**src/pin_level_pkg.sv**
```systemverilog
// shared constants and carrier types for the pin level control block
package pin_level_pkg;
  localparam int ADDR_W = 23;
  localparam int LOW_ADDR_W = 16;
  localparam int DATA_W = 16;
  localparam int NUM_IRQ = 4;
  localparam logic [22:0] RESET_PC = 23'h00ff80;
  localparam logic [22:0] ROM_BASE = 23'h00c000;
  localparam logic [22:0] ROM_LIMIT = 23'h00ffff;
  localparam logic [15:0] USER_VEC_BASE = 16'hffc0;
  localparam logic [15:0] NMI_VEC = 16'hff88;
  // register offsets
  localparam logic [7:0] OFS_CTRL = 8'h00;
  localparam logic [7:0] OFS_IRQ_PEND = 8'h04;
  localparam logic [7:0] OFS_IRQ_EN = 8'h08;
  localparam logic [7:0] OFS_CPU_OP = 8'h0c;
  localparam logic [7:0] OFS_ADDR = 8'h10;
  localparam logic [7:0] OFS_WDATA = 8'h14;
  localparam logic [7:0] OFS_STATUS = 8'h18;
  localparam logic [7:0] OFS_EVT = 8'h1c;
  localparam logic [7:0] OFS_EVT_MASK = 8'h20;
  // ctrl fields
  localparam int CTRL_GDIS = 0;
  localparam int CTRL_HOLDER = 1;
  localparam logic [1:0] CTRL_RST = 2'h1;
  // cpu op codes
  localparam logic [2:0] OP_NONE = 3'h0;
  localparam logic [2:0] OP_SETF = 3'h1;
  localparam logic [2:0] OP_CLRF = 3'h2;
  localparam logic [2:0] OP_LDST1 = 3'h3;
  localparam logic [2:0] OP_WRITE = 3'h4;
  localparam logic [2:0] OP_READ = 3'h5;
  localparam logic [2:0] OP_XC = 3'h6;
  localparam logic [2:0] OP_BC = 3'h7;
  // event bits
  localparam int EV_IRQ_ACCEPT_N = 0;
  localparam int EV_COND = 1;
  localparam int EV_HOLD = 2;
  localparam int NUM_EV = 3;

  typedef struct packed {
    logic [ADDR_W-1:0] out;
    logic [ADDR_W-1:0] oeN;
  } addr_pins_s;

  typedef struct packed {
    logic [DATA_W-1:0] out;
    logic [DATA_W-1:0] oeN;
  } data_pins_s;

  typedef enum logic [3:0] {
    ST_RESET = 4'b0001,
    ST_RUN = 4'b0010,
    ST_ACK = 4'b0100,
    ST_HOLD = 4'b1000
  } pin_state_e;
endpackage : pin_level_pkg

```
**src/dsp_pin_level_control.sv**
```systemverilog
// pin level control: address/data buses, interrupts, flag and hold
`timescale 1ns/1ns
// Behaviour
// - low 16 address lines shared; upper 7 only for program space
// - all 23 address lines float during hold
// - output-off low floats address, data, acknowledge and flag
// - bus holder keeps last address level while floating
// - data bus driven only for write data; floats in reset or hold
// - data bus holders keep level, software enables or disables them
// - acknowledge asserted on interrupt accept, vector on low address
// - four user interrupts fixed priority, masked per bit and globally
// - pending user interrupts latched, software polls and clears
// - non-maskable interrupt taken regardless of masks, own vector
// - reset stops execution, counter at ff80, fetch resumes there
// - boot map sampled at reset; low maps ROM in upper 16K
// - conditional instruction executes when branch input low
// - branch input sampled in decode for xc, read otherwise
// - flag latched; set instruction high, clear low, status load takes bit 8
// - flag forced high during reset
// - hold request claims bus; device floats lines once granted
module dsp_pin_level_control (
  input wire logic clk,
  input wire logic resetn,
  input wire logic psel,
  input wire logic penable,
  input wire logic pwrite,
  input wire logic [7:0] paddr,
  input wire logic [31:0] pwdata,
  output logic [31:0] prdata,
  output logic pready,
  output logic pslverr,
  input wire logic chip_reset_n,
  input wire logic output_off_n,
  input wire logic hold_req_n,
  input wire logic boot_map_select,
  input wire logic branch_cond_in_n,
  input wire logic nmi_n,
  input wire logic [3:0] user_irq_lines,
  input wire logic [15:0] ext_data_in,
  output pin_level_pkg::addr_pins_s ext_addr_bus,
  output pin_level_pkg::data_pins_s ext_data_bus,
  output logic irq_accept_n,
  output logic irq_accept_oe_n,
  output logic sw_flag_out,
  output logic sw_flag_oe_n,
  output logic bus_grant_ack_n,
  output logic bus_grant_oe_n,
  output logic rom_mapped,
  output logic irq
);
  localparam int AW = pin_level_pkg::ADDR_W;
  localparam int DW = pin_level_pkg::DATA_W;

  // ----------------------------------------------------------------
  // state
  // ----------------------------------------------------------------
  pin_level_pkg::pin_state_e state_ff, nxt_state;
  logic [1:0] ctrl_ff, readPipe_ff;
  logic [3:0] pend_ff, enable_ff;
  logic [2:0] evt_ff, evtMask_ff;
  logic [AW-1:0] addr_ff, pc_ff, busAddr_ff;
  logic [DW-1:0] wdata_ff, dataHold_ff, rdata_ff;
  logic flag_ff, romMap_ff, condTaken_ff, nmiPrev_ff, nmiPend_ff;
  logic [3:0] irqPrev_ff;
  logic driveData_ff, bcPend_ff;
  logic [15:0] vec_ff;
  logic [31:0] prdata_ff;
  logic pready_ff;

  // ----------------------------------------------------------------
  // apb decode
  // ----------------------------------------------------------------
  wire apbSetup = psel && !penable;
  wire apbDone = psel && penable && pready_ff;
  wire apbWr = apbDone && pwrite;
  wire apbRd = apbDone && !pwrite;
  wire hitCtrl = paddr == pin_level_pkg::OFS_CTRL;
  wire hitPend = paddr == pin_level_pkg::OFS_IRQ_PEND;
  wire hitEn = paddr == pin_level_pkg::OFS_IRQ_EN;
  wire hitOp = paddr == pin_level_pkg::OFS_CPU_OP;
  wire hitAddr = paddr == pin_level_pkg::OFS_ADDR;
  wire hitWdata = paddr == pin_level_pkg::OFS_WDATA;
  wire hitStat = paddr == pin_level_pkg::OFS_STATUS;
  wire hitEvt = paddr == pin_level_pkg::OFS_EVT;
  wire hitEvtM = paddr == pin_level_pkg::OFS_EVT_MASK;
  wire hitAny = hitCtrl | hitPend | hitEn | hitOp | hitAddr | hitWdata |
                hitStat | hitEvt | hitEvtM;
  wire [2:0] opCode = pwdata[2:0];
  wire opStrobe = apbWr && hitOp && state_ff == pin_level_pkg::ST_RUN;

  // ----------------------------------------------------------------
  // pin conditions
  // ----------------------------------------------------------------
  wire inReset = !chip_reset_n;
  wire offNow = !output_off_n;
  wire holdNow = state_ff == pin_level_pkg::ST_HOLD;
  wire addrFloat = holdNow || offNow || inReset;
  wire dataDrive = driveData_ff && !holdNow && !offNow && !inReset &&
                   hold_req_n;

  // ----------------------------------------------------------------
  // interrupt priority
  // ----------------------------------------------------------------
  wire [3:0] irqRise = ~user_irq_lines & irqPrev_ff;
  wire [3:0] live = pend_ff & enable_ff;
  wire userReady = |live && !ctrl_ff[pin_level_pkg::CTRL_GDIS];
  wire [1:0] winner = live[0] ? 2'd0 : live[1] ? 2'd1 : live[2] ? 2'd2 :
                      2'd3;
  wire takeNmi = nmiPend_ff;
  wire takeUser = userReady && !takeNmi;
  wire [3:0] winMask = 4'h1 << winner;
  wire [15:0] userVec = pin_level_pkg::USER_VEC_BASE +
                        {12'h000, winner, 2'b00};

  function automatic logic inRom(input logic [22:0] a, input logic m);
    inRom = m && a >= pin_level_pkg::ROM_BASE &&
            a <= pin_level_pkg::ROM_LIMIT;
  endfunction : inRom

  // ----------------------------------------------------------------
  // state machine
  // ----------------------------------------------------------------
  always_comb begin
    nxt_state = state_ff;
    case (state_ff)
      pin_level_pkg::ST_RESET: nxt_state = pin_level_pkg::ST_RUN;
      pin_level_pkg::ST_RUN: begin
        if (!hold_req_n) nxt_state = pin_level_pkg::ST_HOLD;
        else if (takeNmi || takeUser) nxt_state = pin_level_pkg::ST_ACK;
      end
      pin_level_pkg::ST_ACK: nxt_state = pin_level_pkg::ST_RUN;
      pin_level_pkg::ST_HOLD: begin
        if (hold_req_n) nxt_state = pin_level_pkg::ST_RUN;
      end
      default: nxt_state = pin_level_pkg::ST_RESET;
    endcase
  end

  always_ff @(posedge clk) begin
    if (!resetn || inReset) state_ff <= pin_level_pkg::ST_RESET;
    else state_ff <= nxt_state;
  end

  // ----------------------------------------------------------------
  // program counter and boot map
  // ----------------------------------------------------------------
  always_ff @(posedge clk) begin
    if (!resetn || inReset) begin
      pc_ff <= pin_level_pkg::RESET_PC;
    end else if (state_ff == pin_level_pkg::ST_ACK) begin
      pc_ff <= {7'h00, vec_ff};
    end else if (state_ff == pin_level_pkg::ST_RUN && hold_req_n) begin
      pc_ff <= pc_ff + 23'h000001;
    end
  end

  // strap caught while reset is held, clocked
  always_ff @(posedge clk) begin
    if (!resetn) romMap_ff <= 1'b1;
    else if (inReset) romMap_ff <= !boot_map_select;
  end

  // ----------------------------------------------------------------
  // interrupt flags, vector, nmi edge
  // ----------------------------------------------------------------
  wire [3:0] pendClr = (apbWr && hitPend) ? pwdata[3:0] : 4'h0;
  wire [3:0] ackClr = takeUser && state_ff == pin_level_pkg::ST_RUN &&
                      hold_req_n ? winMask : 4'h0;
  always_ff @(posedge clk) begin
    if (!resetn || inReset) begin
      pend_ff <= 4'h0;
      irqPrev_ff <= 4'hf;
      nmiPrev_ff <= 1'b1;
      nmiPend_ff <= 1'b0;
      vec_ff <= 16'h0000;
    end else begin
      irqPrev_ff <= user_irq_lines;
      nmiPrev_ff <= nmi_n;
      pend_ff <= (pend_ff & ~pendClr & ~ackClr) | irqRise;
      if (!nmi_n && nmiPrev_ff) nmiPend_ff <= 1'b1;
      else if (state_ff == pin_level_pkg::ST_ACK && vec_ff ==
               pin_level_pkg::NMI_VEC) nmiPend_ff <= 1'b0;
      if (state_ff == pin_level_pkg::ST_RUN && hold_req_n) begin
        if (takeNmi) vec_ff <= pin_level_pkg::NMI_VEC;
        else if (takeUser) vec_ff <= userVec;
      end
    end
  end

  // ----------------------------------------------------------------
  // software registers and cpu operations
  // ----------------------------------------------------------------
  // xc tests the pin at decode, other tests one cycle later at read
  wire condEval = (opStrobe && opCode == pin_level_pkg::OP_XC) ||
                  bcPend_ff;
  always_ff @(posedge clk) begin
    if (!resetn) begin
      ctrl_ff <= pin_level_pkg::CTRL_RST;
      enable_ff <= 4'h0;
      addr_ff <= '0;
      wdata_ff <= '0;
      flag_ff <= 1'b1;
      condTaken_ff <= 1'b0;
      bcPend_ff <= 1'b0;
      evtMask_ff <= 3'h0;
    end else begin
      if (apbWr && hitCtrl) ctrl_ff <= pwdata[1:0];
      if (apbWr && hitEn) enable_ff <= pwdata[3:0];
      if (apbWr && hitAddr) addr_ff <= pwdata[AW-1:0];
      if (apbWr && hitWdata) wdata_ff <= pwdata[DW-1:0];
      if (apbWr && hitEvtM) evtMask_ff <= pwdata[2:0];
      if (inReset) flag_ff <= 1'b1;
      else if (opStrobe && opCode == pin_level_pkg::OP_SETF)
        flag_ff <= 1'b1;
      else if (opStrobe && (opCode == pin_level_pkg::OP_CLRF ||
               opCode == pin_level_pkg::OP_LDST1))
        flag_ff <= pwdata[8] && opCode == pin_level_pkg::OP_LDST1;
      bcPend_ff <= opStrobe && opCode == pin_level_pkg::OP_BC;
      if (condEval) condTaken_ff <= !branch_cond_in_n;
    end
  end

  // ----------------------------------------------------------------
  // bus address, data drive and holders
  // ----------------------------------------------------------------
  wire opAccess = opStrobe && (opCode == pin_level_pkg::OP_WRITE ||
                  opCode == pin_level_pkg::OP_READ);
  wire progSpace = pwdata[4];
  wire [AW-1:0] accAddr = progSpace ? addr_ff :
                          {7'h00, addr_ff[15:0]};
  always_ff @(posedge clk) begin
    if (!resetn) begin
      busAddr_ff <= pin_level_pkg::RESET_PC;
      driveData_ff <= 1'b0;
      dataHold_ff <= '0;
      rdata_ff <= '0;
      readPipe_ff <= 2'h0;
    end else begin
      if (state_ff == pin_level_pkg::ST_ACK)
        busAddr_ff <= {7'h00, vec_ff};
      else if (opAccess) busAddr_ff <= accAddr;
      driveData_ff <= opAccess && opCode == pin_level_pkg::OP_WRITE;
      // take read data once the new address stands on the pins
      readPipe_ff <= {readPipe_ff[0], opAccess &&
                      opCode == pin_level_pkg::OP_READ};
      if (readPipe_ff[1]) rdata_ff <= ext_data_in;
      if (dataDrive) dataHold_ff <= wdata_ff;
      else if (!ctrl_ff[pin_level_pkg::CTRL_HOLDER])
        dataHold_ff <= ext_data_in; // holder off: follow the wire
    end
  end

  // ----------------------------------------------------------------
  // pin outputs
  // ----------------------------------------------------------------
  wire [AW-1:0] nxtAddrOe = {AW{addrFloat}};
  wire holderOn = ctrl_ff[pin_level_pkg::CTRL_HOLDER];
  wire [AW-1:0] nxtAddrOut = state_ff == pin_level_pkg::ST_ACK ?
                             {7'h00, vec_ff} : busAddr_ff;
  always_ff @(posedge clk) begin
    if (!resetn) begin
      ext_addr_bus <= '{out: pin_level_pkg::RESET_PC, oeN: '1};
      ext_data_bus <= '{out: '0, oeN: '1};
      irq_accept_n <= 1'b1;
      irq_accept_oe_n <= 1'b1;
      sw_flag_out <= 1'b1;
      sw_flag_oe_n <= 1'b1;
      bus_grant_ack_n <= 1'b1;
      bus_grant_oe_n <= 1'b1;
    end else begin
      // out keeps last driven level while floated
      if (!addrFloat) ext_addr_bus.out <= nxtAddrOut;
      ext_addr_bus.oeN <= nxtAddrOe;
      ext_data_bus.out <= dataDrive ? wdata_ff : dataHold_ff;
      ext_data_bus.oeN <= {DW{!dataDrive}};
      irq_accept_n <= state_ff != pin_level_pkg::ST_ACK;
      irq_accept_oe_n <= offNow;
      sw_flag_out <= inReset ? 1'b1 : flag_ff;
      sw_flag_oe_n <= offNow;
      bus_grant_ack_n <= !holdNow;
      bus_grant_oe_n <= offNow;
    end
  end

  // ----------------------------------------------------------------
  // events, interrupt line, apb read
  // ----------------------------------------------------------------
  wire [2:0] evtSet = {!holdNow && nxt_state == pin_level_pkg::ST_HOLD,
                       condEval && !branch_cond_in_n,
                       state_ff == pin_level_pkg::ST_ACK};
  wire evtRd = apbRd && hitEvt;
  wire [31:0] rdMux =
    hitCtrl ? {30'h0, ctrl_ff} :
    hitPend ? {28'h0, pend_ff} :
    hitEn ? {28'h0, enable_ff} :
    hitAddr ? {9'h0, addr_ff} :
    hitWdata ? {16'h0, wdata_ff} :
    hitStat ? {rdata_ff, 7'h0, romMap_ff, condTaken_ff, flag_ff,
               state_ff, holderOn, 1'b0} :
    hitEvt ? {29'h0, evt_ff} :
    hitEvtM ? {29'h0, evtMask_ff} : 32'h0;
  always_ff @(posedge clk) begin
    if (!resetn) begin
      evt_ff <= 3'h0;
      pready_ff <= 1'b0;
      prdata_ff <= 32'h0;
      irq <= 1'b0;
      rom_mapped <= 1'b1;
      pslverr <= 1'b0;
    end else begin
      evt_ff <= (evtRd ? 3'h0 : evt_ff) | evtSet; // set beats clear
      pready_ff <= apbSetup;
      if (apbSetup) prdata_ff <= rdMux;
      pslverr <= apbSetup && !hitAny;
      irq <= |(evt_ff & evtMask_ff);
      rom_mapped <= romMap_ff;
    end
  end
  assign pready = pready_ff;
  assign prdata = prdata_ff;

  // ----------------------------------------------------------------
  // assertions
  // ----------------------------------------------------------------
  property p_addr_float;
    @(posedge clk) disable iff (!resetn)
    (holdNow || offNow) |=> ext_addr_bus.oeN == '1;
  endproperty
  a_addr_float: assert property (p_addr_float)
    else $error("address not floated");
  property p_off_float;
    @(posedge clk) disable iff (!resetn)
    offNow |=> irq_accept_oe_n && sw_flag_oe_n && ext_data_bus.oeN == '1;
  endproperty
  a_off_float: assert property (p_off_float)
    else $error("outputs not floated on off");
  property p_addr_keep;
    @(posedge clk) disable iff (!resetn)
    addrFloat |=> $stable(ext_addr_bus.out);
  endproperty
  a_addr_keep: assert property (p_addr_keep)
    else $error("address holder lost level");
  property p_data_float;
    @(posedge clk) disable iff (!resetn)
    (inReset || !hold_req_n) |=> ext_data_bus.oeN == '1;
  endproperty
  a_data_float: assert property (p_data_float)
    else $error("data driven in reset or hold");
  property p_ack_vec;
    @(posedge clk) disable iff (!resetn)
    state_ff == pin_level_pkg::ST_ACK && !addrFloat |=> !irq_accept_n &&
      ext_addr_bus.out[15:0] == $past(vec_ff);
  endproperty
  a_ack_vec: assert property (p_ack_vec)
    else $error("acknowledge without vector");
  property p_nmi_vec;
    @(posedge clk) disable iff (!resetn || inReset)
    state_ff == pin_level_pkg::ST_RUN && takeNmi && hold_req_n |=>
      vec_ff == pin_level_pkg::NMI_VEC;
  endproperty
  a_nmi_vec: assert property (p_nmi_vec)
    else $error("nmi vector wrong");
  property p_reset_pc;
    @(posedge clk) disable iff (!resetn)
    inReset |=> pc_ff == pin_level_pkg::RESET_PC && sw_flag_out;
  endproperty
  a_reset_pc: assert property (p_reset_pc)
    else $error("reset counter or flag wrong");
  property p_gmask;
    @(posedge clk) disable iff (!resetn || inReset)
    ctrl_ff[pin_level_pkg::CTRL_GDIS] && !takeNmi &&
      state_ff == pin_level_pkg::ST_RUN |=>
      state_ff != pin_level_pkg::ST_ACK;
  endproperty
  a_gmask: assert property (p_gmask)
    else $error("masked interrupt taken");
  property p_flag_set;
    @(posedge clk) disable iff (!resetn || inReset)
    opStrobe && opCode == pin_level_pkg::OP_SETF |=> ##1 sw_flag_out;
  endproperty
  a_flag_set: assert property (p_flag_set)
    else $error("flag not set");
  c_ack: cover property (@(posedge clk) disable iff (!resetn)
    !irq_accept_n);
  c_hold: cover property (@(posedge clk) disable iff (!resetn)
    !bus_grant_ack_n);
  c_write: cover property (@(posedge clk) disable iff (!resetn)
    ext_data_bus.oeN == '0);
endmodule : dsp_pin_level_control

```
**config.mk**
```make
export PLATFORM = sky130hd
export DESIGN_NAME = dsp_pin_level_control
export DESIGN_NICKNAME = d
export VERILOG_FILES = /design/src/pin_level_pkg.sv /design/src/dsp_pin_level_control.sv
export SDC_FILE = /design/constraint.sdc
export NUM_CORES = 1
export LEC_CHECK = 0
export BUFFER_PORTS_ARGS = -buffer_cell sky130_fd_sc_hd__buf_2
export CORE_ASPECT_RATIO = 1.2
export CORE_MARGIN = 2
export CORE_UTILIZATION = 35
export CTS_BUF_LIST = sky130_fd_sc_hd__clkbuf_4
export DETAILED_ROUTE_END_ITERATION = 8
export SLEW_MARGIN = 30
export SYNTH_ARGS = -nofsm -noshare
export SYNTH_HDL_FRONTEND = slang
export SYNTH_SLANG_ARGS = --single-unit
```
**constraint.sdc**
```tcl
create_clock -name clk -period 2.83 [get_ports clk]
set_input_delay 0 -clock clk [delete_from_list [all_inputs] [get_ports clk]]
set_output_delay 0 -clock clk [all_outputs]
set_load 0.03 [all_outputs]
```
==> qor.csv <==
metric;value;unit
status;finished, final reports clean;
grt_setup_unrepaired;false;
yosys-top-cells-count;dfxtp_1 (212), nand2_1 (195), a21oi_1 (88);
finalCritPeriodShare;88.44;%
gp_congestion;0.8414;
crit_buf_inv;4;
core;0.02459;sq mm
holdWs;0.03819;ns
drive_above_1_share;23.89;%
cts_root_buffer;clkbuf_4;
setup.worst_path.class;primary input to flip-flop;
fp-row-count;63;
synth_edf_count;0;
worstMarginPinSlew;0.8447;ns
grt_pass1_wl;40500;microns
fillCellCount;2489;
hp-class;primary input to flip-flop;
fin_nets;1305;
viasPerCell;5.021;
synth_top_cells_by_area;dfxtp_1 (49%), nand2_1 (8.4%), a21oi_1 (5.1%), mux2i_1 (5.0%), buf_4 (3.4%);
end_kind;flip-flop;
r2r-end;addr_ff[3];
grt_max_degree;76;
reg2reg_slack;0.41;ns
initial_core_util;35.33;%
cts_tree;done;
critPathArrivalTime;3.09;ns
wl_per_cell;16.31;microns
crit_chain;dlygate4sd3_1 > buf_2 > nor4bb_1 > dlygate4sd3_1 > and4_1 > nor3b_4 > buf_12 > nand2_1 > a31oi_1;
yosys_warnings;0;
overflow;0;
async_flop_share;0;%
crit-reg2reg-launch;pready;
htree_levels;2;
critPathRequiredTime;3.41;ns
routed_wl;25950;microns
synth_flop_cell;dfxtp_1;
seq_area_frac_synth;48.85;%
cp-start-kind;primary input;
fp.dieArea;0.02611;sq mm
critPathTopFamily;buffers and inverters;
synth_cells;1007;
finalCriticalPeriod;2.503;ns
first_pass_iters;6;
drc;0;
yosys.area.top_type_share;48.85;%
ys_ff_latch;212;
finClkSkew;0.04903;ns
synth.largest_area_cell;dfxtp_1;
slowest_stage;dlygate4sd3_1;
cts_buffer_depth;3;
p_leak;4.365;nW
first_global_vias;7588;
worstSkewPairLatency;0.69;ns
io_buffers;181;
postSynthAreaPerCell;8.628;sq um
drv_cap;0;
vdd_drop_max;0.3109;mV
cts_made_buffers;55;
pre_cts_slack;0.4027;ns
slew-limit-headroom;43.69;%
layoutNonFillerInstCount;1591;
holdPathStages;4;
fmax;399.5;MHz
finalSetupTns;0;ns
clk_pin_slew;0.06;ns
syn_area;0.008688;sq mm
hold_start;paddr[4];
cp_max_fo;21;
synth.most_common_cell;dfxtp_1;
clock_sinks;212;
synth_nets;1078;
vias;7988;
setup_violations;0;
dpl.cell_count;1429;
die_width;147.8;microns
grtUsageTotal;19.45;%
synth.distinct_cells;55;
dieHeight;176.6;microns
p_per_area;540.7;mW/mm^2
finalHoldViolCount;0;
ios;191;
slowest_delay;0.60;ns
area_delta_synth_final;26.70;%
rr_worst_depth;7;
drv_slew;0;
ant_nets;0;
antenna_found_initial;1;
finalWorstSetupSlack;0.3271;ns
path_common_cell;dlygate4sd3_1;
hold_end;prdata[1];
drt_iter0_drc;484;
hpwl;17670;microns
## worst reg2reg max path: cells and delay by family, from the launching register on
kind            cells  cell delay (ns)
simple gates        3             0.60
buf+inv             3             1.31
flops               1             0.35
compound gates      1             0.12
## worst max path at each step
stage,startpoint,to,slack [ns],depth (start not counted)
after floorplan,state_ff[0],pend_ff[2],0.79,6
after global placement,state_ff[3],ext_addr_bus[39],0.48,5
after detailed placement,state_ff[3],ext_addr_bus[44],0.40,5
after CTS,paddr[5],addr_ff[3],0.04,9
after global routing,paddr[3],busAddr_ff[18],0.11,9
final,paddr[3],busAddr_ff[6],0.33,9
## sequential cells by signal, indices dropped and copies added, names as in the netlist, 2 cells and up
signal and flops:
addr_ff 23, busAddr_ff 23, ctrl_ff 2, dataHold_ff 16, enable_ff 4, evtMask_ff 3
evt_ff 3, ext_addr_bus 24, ext_data_bus 17, irqPrev_ff 4, pend_ff 4, prdata 32
rdata_ff 16, readPipe_ff 2, state_ff 4, vec_ff 4, wdata_ff 16
## repair_timing
item,4_1_cts,5_1_grt
gates resized for setup,0,0
endpoints found under the setup margin,0,1
buffers inserted,0,1
hold endpoints to repair,170,0
hold buffers,73,0
## area by class of cell
| class | instances | area (sq um) | share of cell area, % |
|---|---|---|---|
| flip-flops and latches | 212 | 4245 | 38.57 |
| multi-input cells | 673 | 3839 | 34.87 |
| repair buffers | 279 | 1834 | 16.66 |
| clock buffers | 78 | 585.6 | 5.319 |
| well taps | 325 | 406.6 | 3.694 |
| inverters | 13 | 48.80 | 0.4433 |
| clock inverters | 9 | 43.79 | 0.3978 |
| diodes | 2 | 5.005 | 0.04546 |
## logic make-up after synthesis
| family | Yosys count | share of synthesized area (%) |
|---|---|---|
| compound gates | 226 | 16.75 |
| xor+xnor | 2 | 0.2016 |
| buf+inv | 122 | 7.028 |
| flops | 212 | 48.85 |
| mux | 44 | 5.083 |
| simple gates | 401 | 22.09 |
## through the flow
| stage | util (%) | area [sq um] | power [mW] |
|---|---|---|---|
| 2_1_floorplan | - | 8688 | 3.344 |
| 3_3_place_gp | 39.21 | 9644 | 3.473 |
| 3_5_place_dp | 39.22 | 9646 | 3.475 |
| 4_1_cts | 44.75 | 11010 | 6.024 |
| 5_1_grt | 44.76 | 11010 | 6.226 |
| 6_report | 44.76 | 11010 | 5.952 |
## layout by cell type, fill, tap and decap left out, types with 4 or more instances in the layout
| master | n |
|---|---|
| nand4_1 | 4 |
| nand2_1 | 195 |
| nor2_1 | 64 |
| dlygate4sd3_1 | 72 |
| a222oi_1 | 10 |
| nor3_1 | 6 |
| nor2b_1 | 34 |
| a22oi_1 | 22 |
| and3_1 | 8 |
| a211oi_1 | 6 |
| a22o_1 | 13 |
| nand2b_1 | 15 |
| clkbuf_4 | 78 |
| and2_1 | 23 |
| buf_4 | 25 |
| a21boi_0 | 19 |
| a31oi_1 | 15 |
| clkinv_1 | 6 |
| o21ai_0 | 27 |
| mux2i_1 | 43 |
| inv_1 | 12 |
| dfxtp_1 | 211 |
| nand3_1 | 26 |
| buf_2 | 181 |
| o2111ai_1 | 5 |
| a21oi_1 | 88 |
| nor4b_1 | 4 |
## power by group
part,internal [mW],switching (mW),leakage (nW)
Combinational,0.178,0.257,2.27
Clock,1.25,1.22,0.377
Sequential,3.02,0.0267,1.72
## routing by layer
layer | share of wire (%) | track usage, % | routed length, microns
met1 | 44 | 25.03 | 11350
met5 | 0 | 0 | 0
met4 | 3.0 | 7.421 | 771
met3 | 6.6 | 4.264 | 1724
met2 | 47 | 31.96 | 12110
(Power assumes the default switching activity.)
